$ cat src/core/ispfc_pkg.sv
// shared constants for the isp flash command and banking block
package ispfc_pkg;
    localparam logic [7:0] ROM_BANK_CONTROL_ADDR = 8'hab;
    localparam logic [7:0] PROG_ADDR_LOW_ADDR = 8'hac;
    localparam logic [7:0] PROG_ADDR_HIGH_ADDR = 8'had;
    localparam logic [7:0] PROG_DATA_BUFFER_ADDR = 8'hae;
    localparam logic [7:0] PROG_OPERATION_MODE_ADDR = 8'haf;
    // operation-mode field positions
    localparam int MODE_BANK_BIT = 7;
    localparam int MODE_TARGET_BIT = 6;
    localparam int MODE_OE_LOW_BIT = 5;
    localparam int MODE_CE_LOW_BIT = 4;
    // rom bank control field positions
    localparam int ROM_EN_BIT = 3;
    localparam int ROM_PIN_MSB = 2;
    // operation codes
    localparam logic [3:0] OP_READ = 4'h0;
    localparam logic [3:0] OP_PROGRAM = 4'h1;
    localparam logic [3:0] OP_ERASE = 4'h2;
    // reset values
    localparam logic [7:0] ROM_BANK_CONTROL_RST = 8'h07;
    localparam logic [7:0] PROG_REG_RST = 8'h00;
    // flash command kinds
    typedef enum logic [1:0] {
        ISPFC_CMD_READ,
        ISPFC_CMD_PROGRAM,
        ISPFC_CMD_ERASE,
        ISPFC_CMD_NONE
    } ispfc_cmd_t;
endpackage

$ cat src/core/ispfc_top.sv
// isp flash command registers, sequencer and rom banking pin select
`timescale 1ns/1ns
`default_nettype none
module ispfc_top (
    input wire logic sys_clk_i,
    input wire logic srst_i,
    // special-function register port
    input wire logic [7:0] sfr_addr_i,
    input wire logic sfr_wr_i,
    input wire logic [7:0] sfr_wdata_i,
    output logic [7:0] sfr_rdata_o,
    // programming mode enable and idle request from other registers
    input wire logic programming_mode_enable_i,
    input wire logic idle_request_i,
    // cpu stall while a flash operation is running
    output logic cpu_hold_o,
    output logic true_idle_o,
    // flash array interface
    output logic flash_req_o,
    output ispfc_pkg::ispfc_cmd_t flash_cmd_o,
    output logic flash_loader_sel_o,
    output logic flash_bank_sel_o,
    output logic [15:0] flash_addr_o,
    output logic [7:0] flash_wdata_o,
    input wire logic flash_done_i,
    input wire logic [7:0] flash_rdata_i,
    // port-1 A16 override
    output logic [7:0] p1_a16_en_o,
    output logic p1_a16_o,
    // current code bank for fetches when banking is on
    input wire logic fetch_bank_i
);
    import ispfc_pkg::*;

    typedef enum logic [1:0] {
        ISPFC_IDLE,
        ISPFC_BUSY,
        ISPFC_TRUE_IDLE
    } ispfc_state_t;

    logic [7:0] rom_bank_control;
    logic [7:0] prog_addr_low;
    logic [7:0] prog_addr_high;
    logic [7:0] prog_data_buffer;
    logic [7:0] prog_operation_mode;
    logic [7:0] next_rom_bank_control;
    logic [7:0] next_prog_addr_low;
    logic [7:0] next_prog_addr_high;
    logic [7:0] next_prog_data_buffer;
    logic [7:0] next_prog_operation_mode;
    ispfc_state_t state;
    ispfc_state_t next_state;
    ispfc_cmd_t decoded_cmd;
    ispfc_cmd_t next_flash_cmd;
    logic next_flash_req;
    logic next_loader_sel;
    logic next_bank_sel;
    logic [15:0] next_flash_addr;
    logic [7:0] next_flash_wdata;
    logic next_cpu_hold;
    logic next_true_idle;
    logic [7:0] next_rdata;
    logic [7:0] next_a16_en;
    logic next_a16;

    // one-hot pin enable from the three-bit select
    function automatic logic [7:0] pin_onehot(input logic [2:0] sel);
        pin_onehot = 8'h01 << sel;
    endfunction

    ispfc_decode u_decode (
        .mode_i(prog_operation_mode),
        .cmd_o(decoded_cmd)
    );

    // register writes and the sequencer; flash read data wins the buffer
    always_comb begin
        next_rom_bank_control = rom_bank_control;
        next_prog_addr_low = prog_addr_low;
        next_prog_addr_high = prog_addr_high;
        next_prog_data_buffer = prog_data_buffer;
        next_prog_operation_mode = prog_operation_mode;
        next_state = state;
        next_flash_req = 1'b0;
        next_flash_cmd = flash_cmd_o;
        next_loader_sel = flash_loader_sel_o;
        next_bank_sel = flash_bank_sel_o;
        next_flash_addr = flash_addr_o;
        next_flash_wdata = flash_wdata_o;
        next_cpu_hold = cpu_hold_o;
        next_true_idle = true_idle_o;
        // cpu is stalled while busy, so writes are only honoured outside it
        if (sfr_wr_i && state != ISPFC_BUSY) begin
            unique case (sfr_addr_i)
                ROM_BANK_CONTROL_ADDR: next_rom_bank_control = {4'h0, sfr_wdata_i[3:0]};
                PROG_ADDR_LOW_ADDR: next_prog_addr_low = sfr_wdata_i;
                PROG_ADDR_HIGH_ADDR: next_prog_addr_high = sfr_wdata_i;
                PROG_DATA_BUFFER_ADDR: next_prog_data_buffer = sfr_wdata_i;
                PROG_OPERATION_MODE_ADDR: next_prog_operation_mode = sfr_wdata_i;
                default: ;
            endcase
        end
        unique case (state)
            ISPFC_IDLE: begin
                if (idle_request_i) begin
                    if (programming_mode_enable_i && decoded_cmd != ISPFC_CMD_NONE) begin
                        next_state = ISPFC_BUSY;
                        next_flash_req = 1'b1;
                        next_flash_cmd = decoded_cmd;
                        next_loader_sel = prog_operation_mode[MODE_TARGET_BIT];
                        next_bank_sel = prog_operation_mode[MODE_BANK_BIT];
                        // erase covers the whole array, so the address is don't-care
                        next_flash_addr = {prog_addr_high, prog_addr_low};
                        next_flash_wdata = prog_data_buffer;
                        next_cpu_hold = 1'b1;
                    end else if (!programming_mode_enable_i) begin
                        next_state = ISPFC_TRUE_IDLE;
                        next_true_idle = 1'b1;
                    end
                end
            end
            ISPFC_BUSY: begin
                if (flash_done_i) begin
                    if (flash_cmd_o == ISPFC_CMD_READ) begin
                        next_prog_data_buffer = flash_rdata_i;
                    end
                    next_state = ISPFC_IDLE;
                    next_cpu_hold = 1'b0;
                end
            end
            ISPFC_TRUE_IDLE: begin
                // wake-up belongs to the core; idle request drop releases it
                if (!idle_request_i) begin
                    next_state = ISPFC_IDLE;
                    next_true_idle = 1'b0;
                end
            end
        endcase
    end

    // read mux and A16 pin override
    always_comb begin
        unique case (sfr_addr_i)
            ROM_BANK_CONTROL_ADDR: next_rdata = rom_bank_control;
            PROG_ADDR_LOW_ADDR: next_rdata = prog_addr_low;
            PROG_ADDR_HIGH_ADDR: next_rdata = prog_addr_high;
            PROG_DATA_BUFFER_ADDR: next_rdata = next_prog_data_buffer;
            PROG_OPERATION_MODE_ADDR: next_rdata = prog_operation_mode;
            default: next_rdata = 8'h00;
        endcase
        if (rom_bank_control[ROM_EN_BIT]) begin
            next_a16_en = pin_onehot(rom_bank_control[ROM_PIN_MSB:0]);
            next_a16 = fetch_bank_i;
        end else begin
            next_a16_en = 8'h00;
            next_a16 = 1'b0;
        end
    end

    // state registers
    always_ff @(posedge sys_clk_i) begin
        if (srst_i) begin
            rom_bank_control <= ROM_BANK_CONTROL_RST;
            prog_addr_low <= PROG_REG_RST;
            prog_addr_high <= PROG_REG_RST;
            prog_data_buffer <= PROG_REG_RST;
            prog_operation_mode <= PROG_REG_RST;
            state <= ISPFC_IDLE;
            flash_req_o <= 1'b0;
            flash_cmd_o <= ISPFC_CMD_NONE;
            flash_loader_sel_o <= 1'b0;
            flash_bank_sel_o <= 1'b0;
            flash_addr_o <= 16'h0000;
            flash_wdata_o <= 8'h00;
            cpu_hold_o <= 1'b0;
            true_idle_o <= 1'b0;
            sfr_rdata_o <= 8'h00;
            p1_a16_en_o <= 8'h00;
            p1_a16_o <= 1'b0;
        end else begin
            rom_bank_control <= next_rom_bank_control;
            prog_addr_low <= next_prog_addr_low;
            prog_addr_high <= next_prog_addr_high;
            prog_data_buffer <= next_prog_data_buffer;
            prog_operation_mode <= next_prog_operation_mode;
            state <= next_state;
            flash_req_o <= next_flash_req;
            flash_cmd_o <= next_flash_cmd;
            flash_loader_sel_o <= next_loader_sel;
            flash_bank_sel_o <= next_bank_sel;
            flash_addr_o <= next_flash_addr;
            flash_wdata_o <= next_flash_wdata;
            cpu_hold_o <= next_cpu_hold;
            true_idle_o <= next_true_idle;
            sfr_rdata_o <= next_rdata;
            p1_a16_en_o <= next_a16_en;
            p1_a16_o <= next_a16;
        end
    end
endmodule // ispfc_top
`default_nettype wire

$ cat src/core/ispfc_decode.sv
// decodes the operation-mode byte into a flash command
`timescale 1ns/1ns
`default_nettype none
module ispfc_decode (
    input wire logic [7:0] mode_i,
    output ispfc_pkg::ispfc_cmd_t cmd_o
);
    import ispfc_pkg::*;

    // only the exact enable and code pairs are legal; anything else does nothing
    always_comb begin
        cmd_o = ISPFC_CMD_NONE;
        if (mode_i[MODE_CE_LOW_BIT] == 1'b0) begin
            if (mode_i[MODE_OE_LOW_BIT] && mode_i[3:0] == OP_ERASE) begin
                cmd_o = ISPFC_CMD_ERASE;
            end else if (mode_i[MODE_OE_LOW_BIT] && mode_i[3:0] == OP_PROGRAM) begin
                cmd_o = ISPFC_CMD_PROGRAM;
            end else if (!mode_i[MODE_OE_LOW_BIT] && mode_i[3:0] == OP_READ) begin
                cmd_o = ISPFC_CMD_READ;
            end
        end
    end
endmodule // ispfc_decode
`default_nettype wire

$ cat config.mk
export PLATFORM = sky130hd
export DESIGN_NAME = ispfc_top
export DESIGN_NICKNAME = d
export VERILOG_FILES = /design/src/core/ispfc_pkg.sv /design/src/core/ispfc_top.sv /design/src/core/ispfc_decode.sv
export SDC_FILE = /design/constraint.sdc
export NUM_CORES = 1
export LEC_CHECK = 0
export BUFFER_PORTS_ARGS = -buffer_cell sky130_fd_sc_hd__buf_2
export CAP_MARGIN = 40
export CORE_MARGIN = 1
export CORE_UTILIZATION = 45
export CTS_CLUSTER_DIAMETER = 150
export CTS_CLUSTER_SIZE = 25
export DETAILED_ROUTE_END_ITERATION = 6
export GPL_ROUTABILITY_DRIVEN = 0
export MAX_ROUTING_LAYER = met4
export PLACE_DENSITY = 0.73
export SLEW_MARGIN = 20
export SYNTH_ARGS = -nofsm -noshare
export SYNTH_HDL_FRONTEND = slang
export SYNTH_SLANG_ARGS = --single-unit
export TNS_END_PERCENT = 10
$ cat constraint.sdc
create_clock -name sys_clk_i -period 2.55 [get_ports sys_clk_i]
set_clock_uncertainty 0.15 [all_clocks]
set_input_delay 0 -clock sys_clk_i [delete_from_list [all_inputs] [get_ports sys_clk_i]]
set_output_delay 0 -clock sys_clk_i [all_outputs]
set_load 0.01 [all_outputs]
==> results of run 1 <==
[Yosys cell counts (3+ instances only)]
| library cell | count | area [sq um] |
|---|---|---|
| mux2i_1 | 23 | 230 |
| a211o_1 | 3 | 26.3 |
| clkbuf_1 | 19 | 71.3 |
| a22o_1 | 5 | 43.8 |
| buf_6 | 4 | 45.0 |
| nor4_1 | 5 | 31.3 |
| inv_1 | 12 | 45.0 |
| ha_1 | 3 | 37.5 |
| nand3_1 | 15 | 75.1 |
| dfxtp_1 | 86 | 1720 |
| o21ai_0 | 11 | 55.1 |
| nor2_1 | 45 | 169 |
| o22ai_1 | 4 | 25.0 |
| nor3_1 | 3 | 15.0 |
| mux2_2 | 5 | 56.3 |
| nand2_1 | 90 | 338 |
| a311oi_1 | 4 | 35.0 |
| nand2b_1 | 3 | 18.8 |
| mux4_2 | 3 | 67.6 |
| a21oi_1 | 50 | 250 |
| buf_2 | 6 | 30.0 |
[flip-flops by register name, summed over array words and instances, names as in the netlist, 2 cells and up]
| signal | cells |
|---|---|
| flash_addr_o | 16 |
| state | 2 |
| prog_addr_low | 8 |
| prog_addr_high | 8 |
| sfr_rdata_o | 8 |
| flash_cmd_o | 2 |
| p1_a16_en_o | 8 |
| prog_operation_mode | 8 |
| flash_wdata_o | 8 |
| prog_data_buffer | 8 |
| rom_bank_control | 4 |
[area by class of cell]
| cell class | count | area (sq um) | share of cell area |
|---|---|---|---|
| flip-flops and latches | 86 | 1720 | 0.378 |
| clock buffers | 12 | 155 | 0.0341 |
| clock inverters | 4 | 31.3 | 0.00687 |
| inverters | 12 | 45.0 | 0.00990 |
| well taps | 102 | 128 | 0.0280 |
| multi-input cells | 306 | 1770 | 0.389 |
| repair buffers | 109 | 701 | 0.154 |
[logic make-up (layout without fill, tap and decap cells)]
kind of cell / count (synthesis) / after routing / share of synthesized area
simple gates: 184 / 184 / 0.231
mux: 31 / 31 / 0.0960
xor+xnor: 2 / 2 / 0.00475
fa+ha+maj: 3 / 3 / 0.0102
flops: 86 / 86 / 0.467
buf+inv: 42 / 137 / 0.0529
compound gates: 86 / 86 / 0.138
[worst max-delay path by stage]
| stage | endpoint | slack, ps | depth (start not counted) |
|---|---|---|---|
| after global placement | sfr_rdata_o[0] | 310 | 7 |
| final | prog_addr_low[3] | 250 | 7 |
| after floorplan | sfr_rdata_o[0] | 350 | 10 |
| after CTS | prog_addr_low[3] | 230 | 7 |
| after global routing | prog_addr_low[3] | 180 | 7 |
| after detailed placement | sfr_rdata_o[0] | 280 | 7 |
[power groups by stage]
stage	clock [mW]	combinational, mW	sequential, mW
global placement	0	0.245	1.40
detailed placement	0	0.251	1.40
floorplan	0	0.161	1.40
finish	0.887	0.285	1.37
CTS	0.900	0.277	1.37
global route	0.952	0.313	1.37
[worst reg2reg max path: stages, from the launching register on]
cell and delay (ps):
dfxtp_1 340, inv_1 70, ha_1 240, nand2b_4 200, or4_4 620, nand2b_4 250
mux2i_1 230, nor2_1 60
[per-stage QoR]
step / utilization / worst slack [ps]
after floorplan: - / 347
after global placement: 0.526 / 310
after detailed placement: 0.526 / 282
after CTS: 0.578 / 230
after global routing: 0.583 / 177
final: 0.583 / 250
[per-layer routing]
metal,track usage,vias up,routed length [microns]
li1,-,1668,-
met2,0.345,161,4130
met5,-,-,0
met4,0.135,0,414
met3,0.0328,32,706
met1,0.316,1549,4420
[timing repair]
action	4_1_cts	5_1_grt
endpoints found under the hold margin	49	14
hold buffers	22	1
resized for setup	0	0
==> results_dict.tcl, run 1 <==
set metrics [dict create \
    root_buffer "clkbuf_8" \
    cpPeakStageDelay_ps 620 \
    grt_pass1_wl_microns 15200 \
    postCtsSetupBuffers 0 \
    cts_made_buffers 9 \
    worstReg2RegEnd "prog_addr_low[3]" \
    final-hold-violation-count 0 \
    yosysSeqAreaShare 0.467 \
    cp_slowest_cell "or4_4" \
    final_cell_mix "90 x nand2_1, 86 x dfxtp_1, 78 x buf_2, 50 x a21oi_1, 45 x nor2_1" \
    rsz0062_at_grt "false" \
    placed_area_sq_um 4110 \
    cts_tree "yes" \
    end_kind "flip-flop" \
    finalCritPeriodShare 0.902 \
    die_h_microns 92.5 \
    initialDrtViolationCount 239 \
    fillCellCount 720 \
    p_sw_frac 0.259 \
    async_flop_share 0 \
    diodes 0 \
    cts.sinks 86 \
    final.min_clock_period_ps 2300 \
    powerDensity_nw_per_um2 559 \
    dp.cells 591 \
    p_leak_nw 1.99 \
    peakVddDrop_mv 0.307 \
    synthFlopType "dfxtp_1" \
    clock_latency_ps 360 \
    clkTransAtPathRegs_ps 80 \
    seqPwrFrac 0.539 \
    ant_nets 0 \
    relSlewSlack 0.583 \
    syn_inst 434 \
    wl_per_cell_microns 15.3 \
    path_buf_inv 1 \
    drive_gt1_frac 0.219 \
    synth_nets 468 \
    regToRegSetupSlack_ps 250 \
    intPower_mw 1.88 \
    drc 0 \
    cp-start-kind "flip-flop" \
    path_delay_family "simple AND/OR/NAND/NOR gates" \
    rows 32 \
    die_width_microns 92.5 \
    worstHoldStart "sfr_addr_i[0]" \
    syn_area_per_cell_sq_um 8.50 \
    arrival_ps 2380 \
    via_count 3410 \
    grt_use_total 0.237 \
    power_switching_mw 0.659 \
    reg2reg_depth 7 \
    num_io_pins 79 \
    power_frac_comb 0.112 \
    path_common_cell "nand2b_4" \
    power_frac_clock 0.349 \
    area_growth_pct 23.4 \
    startpoint "state[1]" \
    fmax_ghz 0.435 \
    final_area_sq_um 4550 \
    worstPathCellList "inv_1, ha_1, nand2b_4, or4_4, nand2b_4, mux2i_1, nor2_1" \
    worst_slew_pin_slew_ps 620 \
    setup_tns_ps 0 \
    hold_depth 3 \
    synth_edf_count 0 \
    grt_antenna_before_repair 0 \
    syn-cell-area_sq_um 3690 \
    firstDrtPassIters 5 \
    yosys_warnings 0 \
    r2r_start "state[1]" \
    crit_required_ps 2630 \
    hp-class "input pin to flip-flop" \
    hpwl_microns 6760 \
    synthDistinctLibCells 45 \
    port_buffers 78 \
    crit_type "flip-flop to flip-flop" \
    grt_max_degree 53 \
    num-nets-final 558 \
    die-area_sq_um 8560 \
    status "complete, no violations" \
    initial_core_util 0.472 \
    cts_max_path_buffers 2 \
    totalWireLength_microns 9670 \
    final_common_cell "nand2_1" \
    htree_num_levels 3 \
    finalNonFillerCells 631 \
    viasPerCell 5.40 \
    core_area_sq_um 7810 \
    setup_violations 0 \
    grt_pass1_vias 2996 \
    min_to "sfr_rdata_o[1]" \
    grt_overflow 0 \
    slew_violations 0 \
    ys_ff_latch 86 \
    path_max_fanout 14 \
    maxCapViolCount 0 \
    timing.hold.ws_ps 14.4 \
    finalPower_mw 2.54 \
]
(Power assumes the default switching activity.)
==> inputs of run 2 (changes only) <==
Settings changed: RECOVER_POWER set to 100.
==> run 2 against run 1 <==
Net effect:
- critical path depth is the same
- flip-flop and latch count is the same
- cell area shrank 1.4%
- fmax shrank 1.9%
- first-iteration DRC count grew 15%
- combinational power is essentially flat
- sequential power is essentially flat
- clock power grew 0.6%
- register-to-register slack lost 50 ps
- critical path type unchanged
- largest cell class unchanged
==> results_dict.tcl, run 2 (same netlist as run 1, synthesis figures left out) <==
set metrics [dict create \
    status "complete, no violations" \
    viasPerCell 5.42 \
    peakVddDrop_mv 0.310 \
    cts_max_path_buffers 2 \
    setup_tns_ps 0 \
    grt_use_total 0.237 \
    path_max_fanout 14 \
    finalCritPeriodShare 0.920 \
    worst_slew_pin_slew_ps 1130 \
    timing.hold.ws_ps 15.7 \
    die_width_microns 92.5 \
    grt_pass1_wl_microns 15200 \
    crit_type "flip-flop to flip-flop" \
    via_count 3421 \
    hpwl_microns 6760 \
    ant_nets 0 \
    final-hold-violation-count 0 \
    powerDensity_nw_per_um2 567 \
    pre_cts_slack_ps 282 \
    num_io_pins 79 \
    startpoint "state[1]" \
    arrival_ps 2390 \
    firstDrtPassIters 5 \
    postCtsSetupBuffers 0 \
    final.min_clock_period_ps 2350 \
    drive_gt1_frac 0.127 \
    htree_num_levels 3 \
    totalWireLength_microns 9720 \
    root_buffer "clkbuf_8" \
    multi_input_area_sq_um 1770 \
    endpoint "prog_addr_low[3]" \
    drc 0 \
    hp-class "input pin to flip-flop" \
    regMostFlops "flash_addr_o" \
    final_cell_mix "90 x nand2_1, 86 x dfxtp_1, 50 x a21oi_1, 50 x clkbuf_1, 45 x nor2_1" \
    area_growth_pct 21.7 \
    setup_violations 0 \
    final_common_cell "nand2_1" \
    diodes 0 \
    placed_area_sq_um 4110 \
    grt_max_degree 53 \
    port_buffers 78 \
    end_kind "flip-flop" \
    crit_required_ps 2590 \
    seq_area_sq_um 1720 \
    num-nets-final 558 \
    initialDrtViolationCount 274 \
    layout_setup_ws_ps 205 \
    p_leak_nw 1.78 \
    r2r_start "state[1]" \
    slew_violations 0 \
    cts_tree "yes" \
    wl_per_cell_microns 15.4 \
    grt_antenna_before_repair 0 \
    worstReg2RegEnd "prog_addr_low[3]" \
    cts.sinks 86 \
    fmax_ghz 0.426 \
    maxCapViolCount 0 \
    fillCellCount 750 \
    die_h_microns 92.5 \
    finalPower_mw 2.55 \
    clkTransAtPathRegs_ps 90 \
    core_area_sq_um 7810 \
    rsz0062_at_grt "false" \
    cts_made_buffers 9 \
    regToRegSetupSlack_ps 200 \
    grt_overflow 0 \
    initial_core_util 0.472 \
    die-area_sq_um 8560 \
    rows 32 \
    largest_reg_flops 16 \
    final_area_sq_um 4490 \
    clock_latency_ps 350 \
    grt_pass1_vias 2996 \
    reg2reg_depth 7 \
    relSlewSlack 0.247 \
    cp-start-kind "flip-flop" \
]
## run 2: power breakdown
group,internal [mW],total [mW],switching [mW]
clock network,0.409,0.892,0.483
logic,0.113,0.283,0.170
registers,1.36,1.37,0.0125
## run 2: critical path, stage by stage (launching register included)
cell	delay, ps
dfxtp_1	340
inv_1	70
ha_1	240
nand2b_4	200
or4_4	620
nand2b_4	250
mux2i_1	240
nor2_1	60
## run 2: layout make-up
type                       count  share of cell area
tap                          102              0.0284
timing repair buffer         109               0.142
inverter                      12              0.0100
clock inverter                 4             0.00697
multi-input combinational    306               0.394
sequential                    86               0.384
clock buffer                  12              0.0346
## run 2: worst min path at each step
stage / startpoint / end / slack (ps) / cells past startpoint
2_1_floorplan: flash_done_i / cpu_hold_o / -40 / 1
3_3_place_gp: fetch_bank_i / p1_a16_o / 90 / 2
3_5_place_dp: fetch_bank_i / p1_a16_o / 100 / 2
4_1_cts: sfr_addr_i[0] / sfr_rdata_o[1] / 0.3 / 3
5_1_grt: sfr_addr_i[0] / sfr_rdata_o[1] / 40 / 3
6_report: sfr_addr_i[0] / sfr_rdata_o[1] / 20 / 3
## run 2: metrics by stage
stage	cells	util
finish	631	0.575
global route	631	0.575
CTS	629	0.578
detailed placement	591	0.526
global placement	591	0.526
floorplan	434	-
## run 2: repair_timing
action	4_1_cts	5_1_grt
gates resized for setup	0	0
endpoints found under the hold margin	49	14
hold buffers	22	1
## run 2: layer usage
layer	up-vias	routed length (microns)	track usage
li1	1672	-	-
met1	1537	4410	0.316
met2	183	4130	0.345
met3	29	799	0.0328
met4	0	380	0.135
met5	-	0	-
==> inputs of run 3 (changes only) <==
Settings changed: SETUP_SLACK_MARGIN set to 0.3.
==> run 3 against run 2 <==
Net effect:
- hold slack gained 6.5 ps
- fmax is 2.1% higher
- register-to-register slack gained 50 ps
- wire length grew 1.0%
- worst setup slack better by 47 ps
- largest power group unchanged
==> results_dict.tcl, run 3 (same netlist as run 1, synthesis figures left out) <==
set metrics [dict create \
    arrival_ps 2370 \
    worstReg2RegEnd "sfr_rdata_o[0]" \
    power_frac_clock 0.348 \
    cts_max_path_buffers 2 \
    power_frac_comb 0.114 \
    root_buffer "clkbuf_8" \
    hpwl_microns 6760 \
    fmax_ghz 0.435 \
    drc 0 \
    power_switching_mw 0.663 \
    die_width_microns 92.5 \
    ant_nets 0 \
    pre_cts_slack_ps 282 \
    grt_max_degree 53 \
    regMostFlops "flash_addr_o" \
    grt_antenna_before_repair 0 \
    port_buffers 78 \
    cts.sinks 86 \
    setup_violations 0 \
    htree_num_levels 3 \
    finalPower_mw 2.55 \
    rsz0062_at_grt "false" \
    fillCellCount 749 \
    regToRegSetupSlack_ps 250 \
    status "complete, no violations" \
    grt_use_total 0.240 \
    viasPerCell 5.43 \
    crit_required_ps 2620 \
    diodes 0 \
    p_leak_nw 1.80 \
    via_count 3454 \
    firstDrtPassIters 6 \
    core_area_sq_um 7810 \
    maxCapViolCount 0 \
    intPower_mw 1.89 \
    end_kind "flip-flop" \
    final_common_cell "nand2_1" \
    slew_violations 0 \
    reg2reg_depth 8 \
    initialDrtViolationCount 271 \
    wl_per_cell_microns 15.4 \
    die_h_microns 92.5 \
    setup_tns_ps 0 \
    relSlewSlack 0.232 \
    area_growth_pct 22.9 \
    dp.cells 591 \
    seqPwrFrac 0.539 \
    placed_area_sq_um 4110 \
    utilization 0.581 \
    finalCritPeriodShare 0.901 \
    timing.hold.ws_ps 22.1 \
    path_max_fanout 6 \
    cts_made_buffers 9 \
    seq_area_sq_um 1720 \
    grt_pass1_wl_microns 15300 \
    crit_type "flip-flop to flip-flop" \
    die-area_sq_um 8560 \
    layout_setup_ws_ps 252 \
    cts_tree "yes" \
    num_io_pins 79 \
    clkTransAtPathRegs_ps 80 \
    initial_core_util 0.472 \
    final_area_sq_um 4530 \
    final-hold-violation-count 0 \
    grt_pass1_vias 3038 \
    grt_overflow 0 \
    rows 32 \
    endpoint "sfr_rdata_o[0]" \
    startpoint "state[1]" \
    powerDensity_nw_per_um2 562 \
    num-nets-final 563 \
    largest_reg_flops 16 \
    worst_slew_pin_slew_ps 1150 \
    multi_input_area_sq_um 1780 \
    peakVddDrop_mv 0.308 \
    finalNonFillerCells 636 \
    hp-class "input pin to flip-flop" \
    drive_gt1_frac 0.129 \
    final.min_clock_period_ps 2300 \
    clock_latency_ps 350 \
    r2r_start "state[1]" \
    final_cell_mix "90 x nand2_1, 86 x dfxtp_1, 52 x clkbuf_1, 50 x a21oi_1, 45 x nor2_1" \
    cp-start-kind "flip-flop" \
    p_sw_frac 0.260 \
    totalWireLength_microns 9820 \
]
[run 3: worst min-delay path by stage]
stage,cells after the start,start,endpoint,slack (ps)
after floorplan,1,flash_done_i,cpu_hold_o,-40
after detailed placement,2,fetch_bank_i,p1_a16_o,100
after global routing,3,sfr_addr_i[0],sfr_rdata_o[1],40
final,4,sfr_addr_i[3],sfr_rdata_o[7],20
after global placement,2,fetch_bank_i,p1_a16_o,90
after CTS,3,sfr_addr_i[0],sfr_rdata_o[1],0.3
[run 3: cell type report]
class | count | area share
clock buffer | 12 | 0.0342
multi-input combinational | 306 | 0.392
sequential | 86 | 0.380
clock inverter | 4 | 0.00690
timing repair buffer | 114 | 0.148
inverter | 12 | 0.00994
tap | 102 | 0.0282
[run 3: critical path, cell delays in order (launching register included)]
cell	delay, ps
dfxtp_1	340
inv_1	90
ha_4	190
nand2b_4	150
or4_1	590
buf_6	180
mux2i_1	110
a21oi_1	210
o22ai_1	160
[run 3: what timing repair did]
| item | CTS | global route |
|---|---|---|
| pin swaps | 2 | 1 |
| endpoints found under the setup margin | 7 | 14 |
| buffers inserted | 4 | 0 |
| resized for setup | 4 | 3 |
| hold buffers | 23 | 1 |
| hold endpoints to repair | 49 | 14 |
[run 3: metal layers]
layer | part of all wire | routed length (microns) | up-vias | global-route usage
met2 | 0.42 | 4170 | 177 | 0.348
met3 | 0.086 | 842 | 38 | 0.0435
li1 | - | - | 1680 | -
met1 | 0.45 | 4400 | 1559 | 0.312
met5 | 0 | 0 | - | -
met4 | 0.041 | 406 | 0 | 0.139
[run 3: power groups by stage]
stage               combinational, mW  sequential [mW]  clock (mW)
floorplan                       0.161             1.40           0
global placement                0.245             1.40           0
detailed placement              0.251             1.40           0
CTS                             0.283             1.37       0.900
global route                    0.317             1.38       0.952
finish                          0.290             1.37       0.886
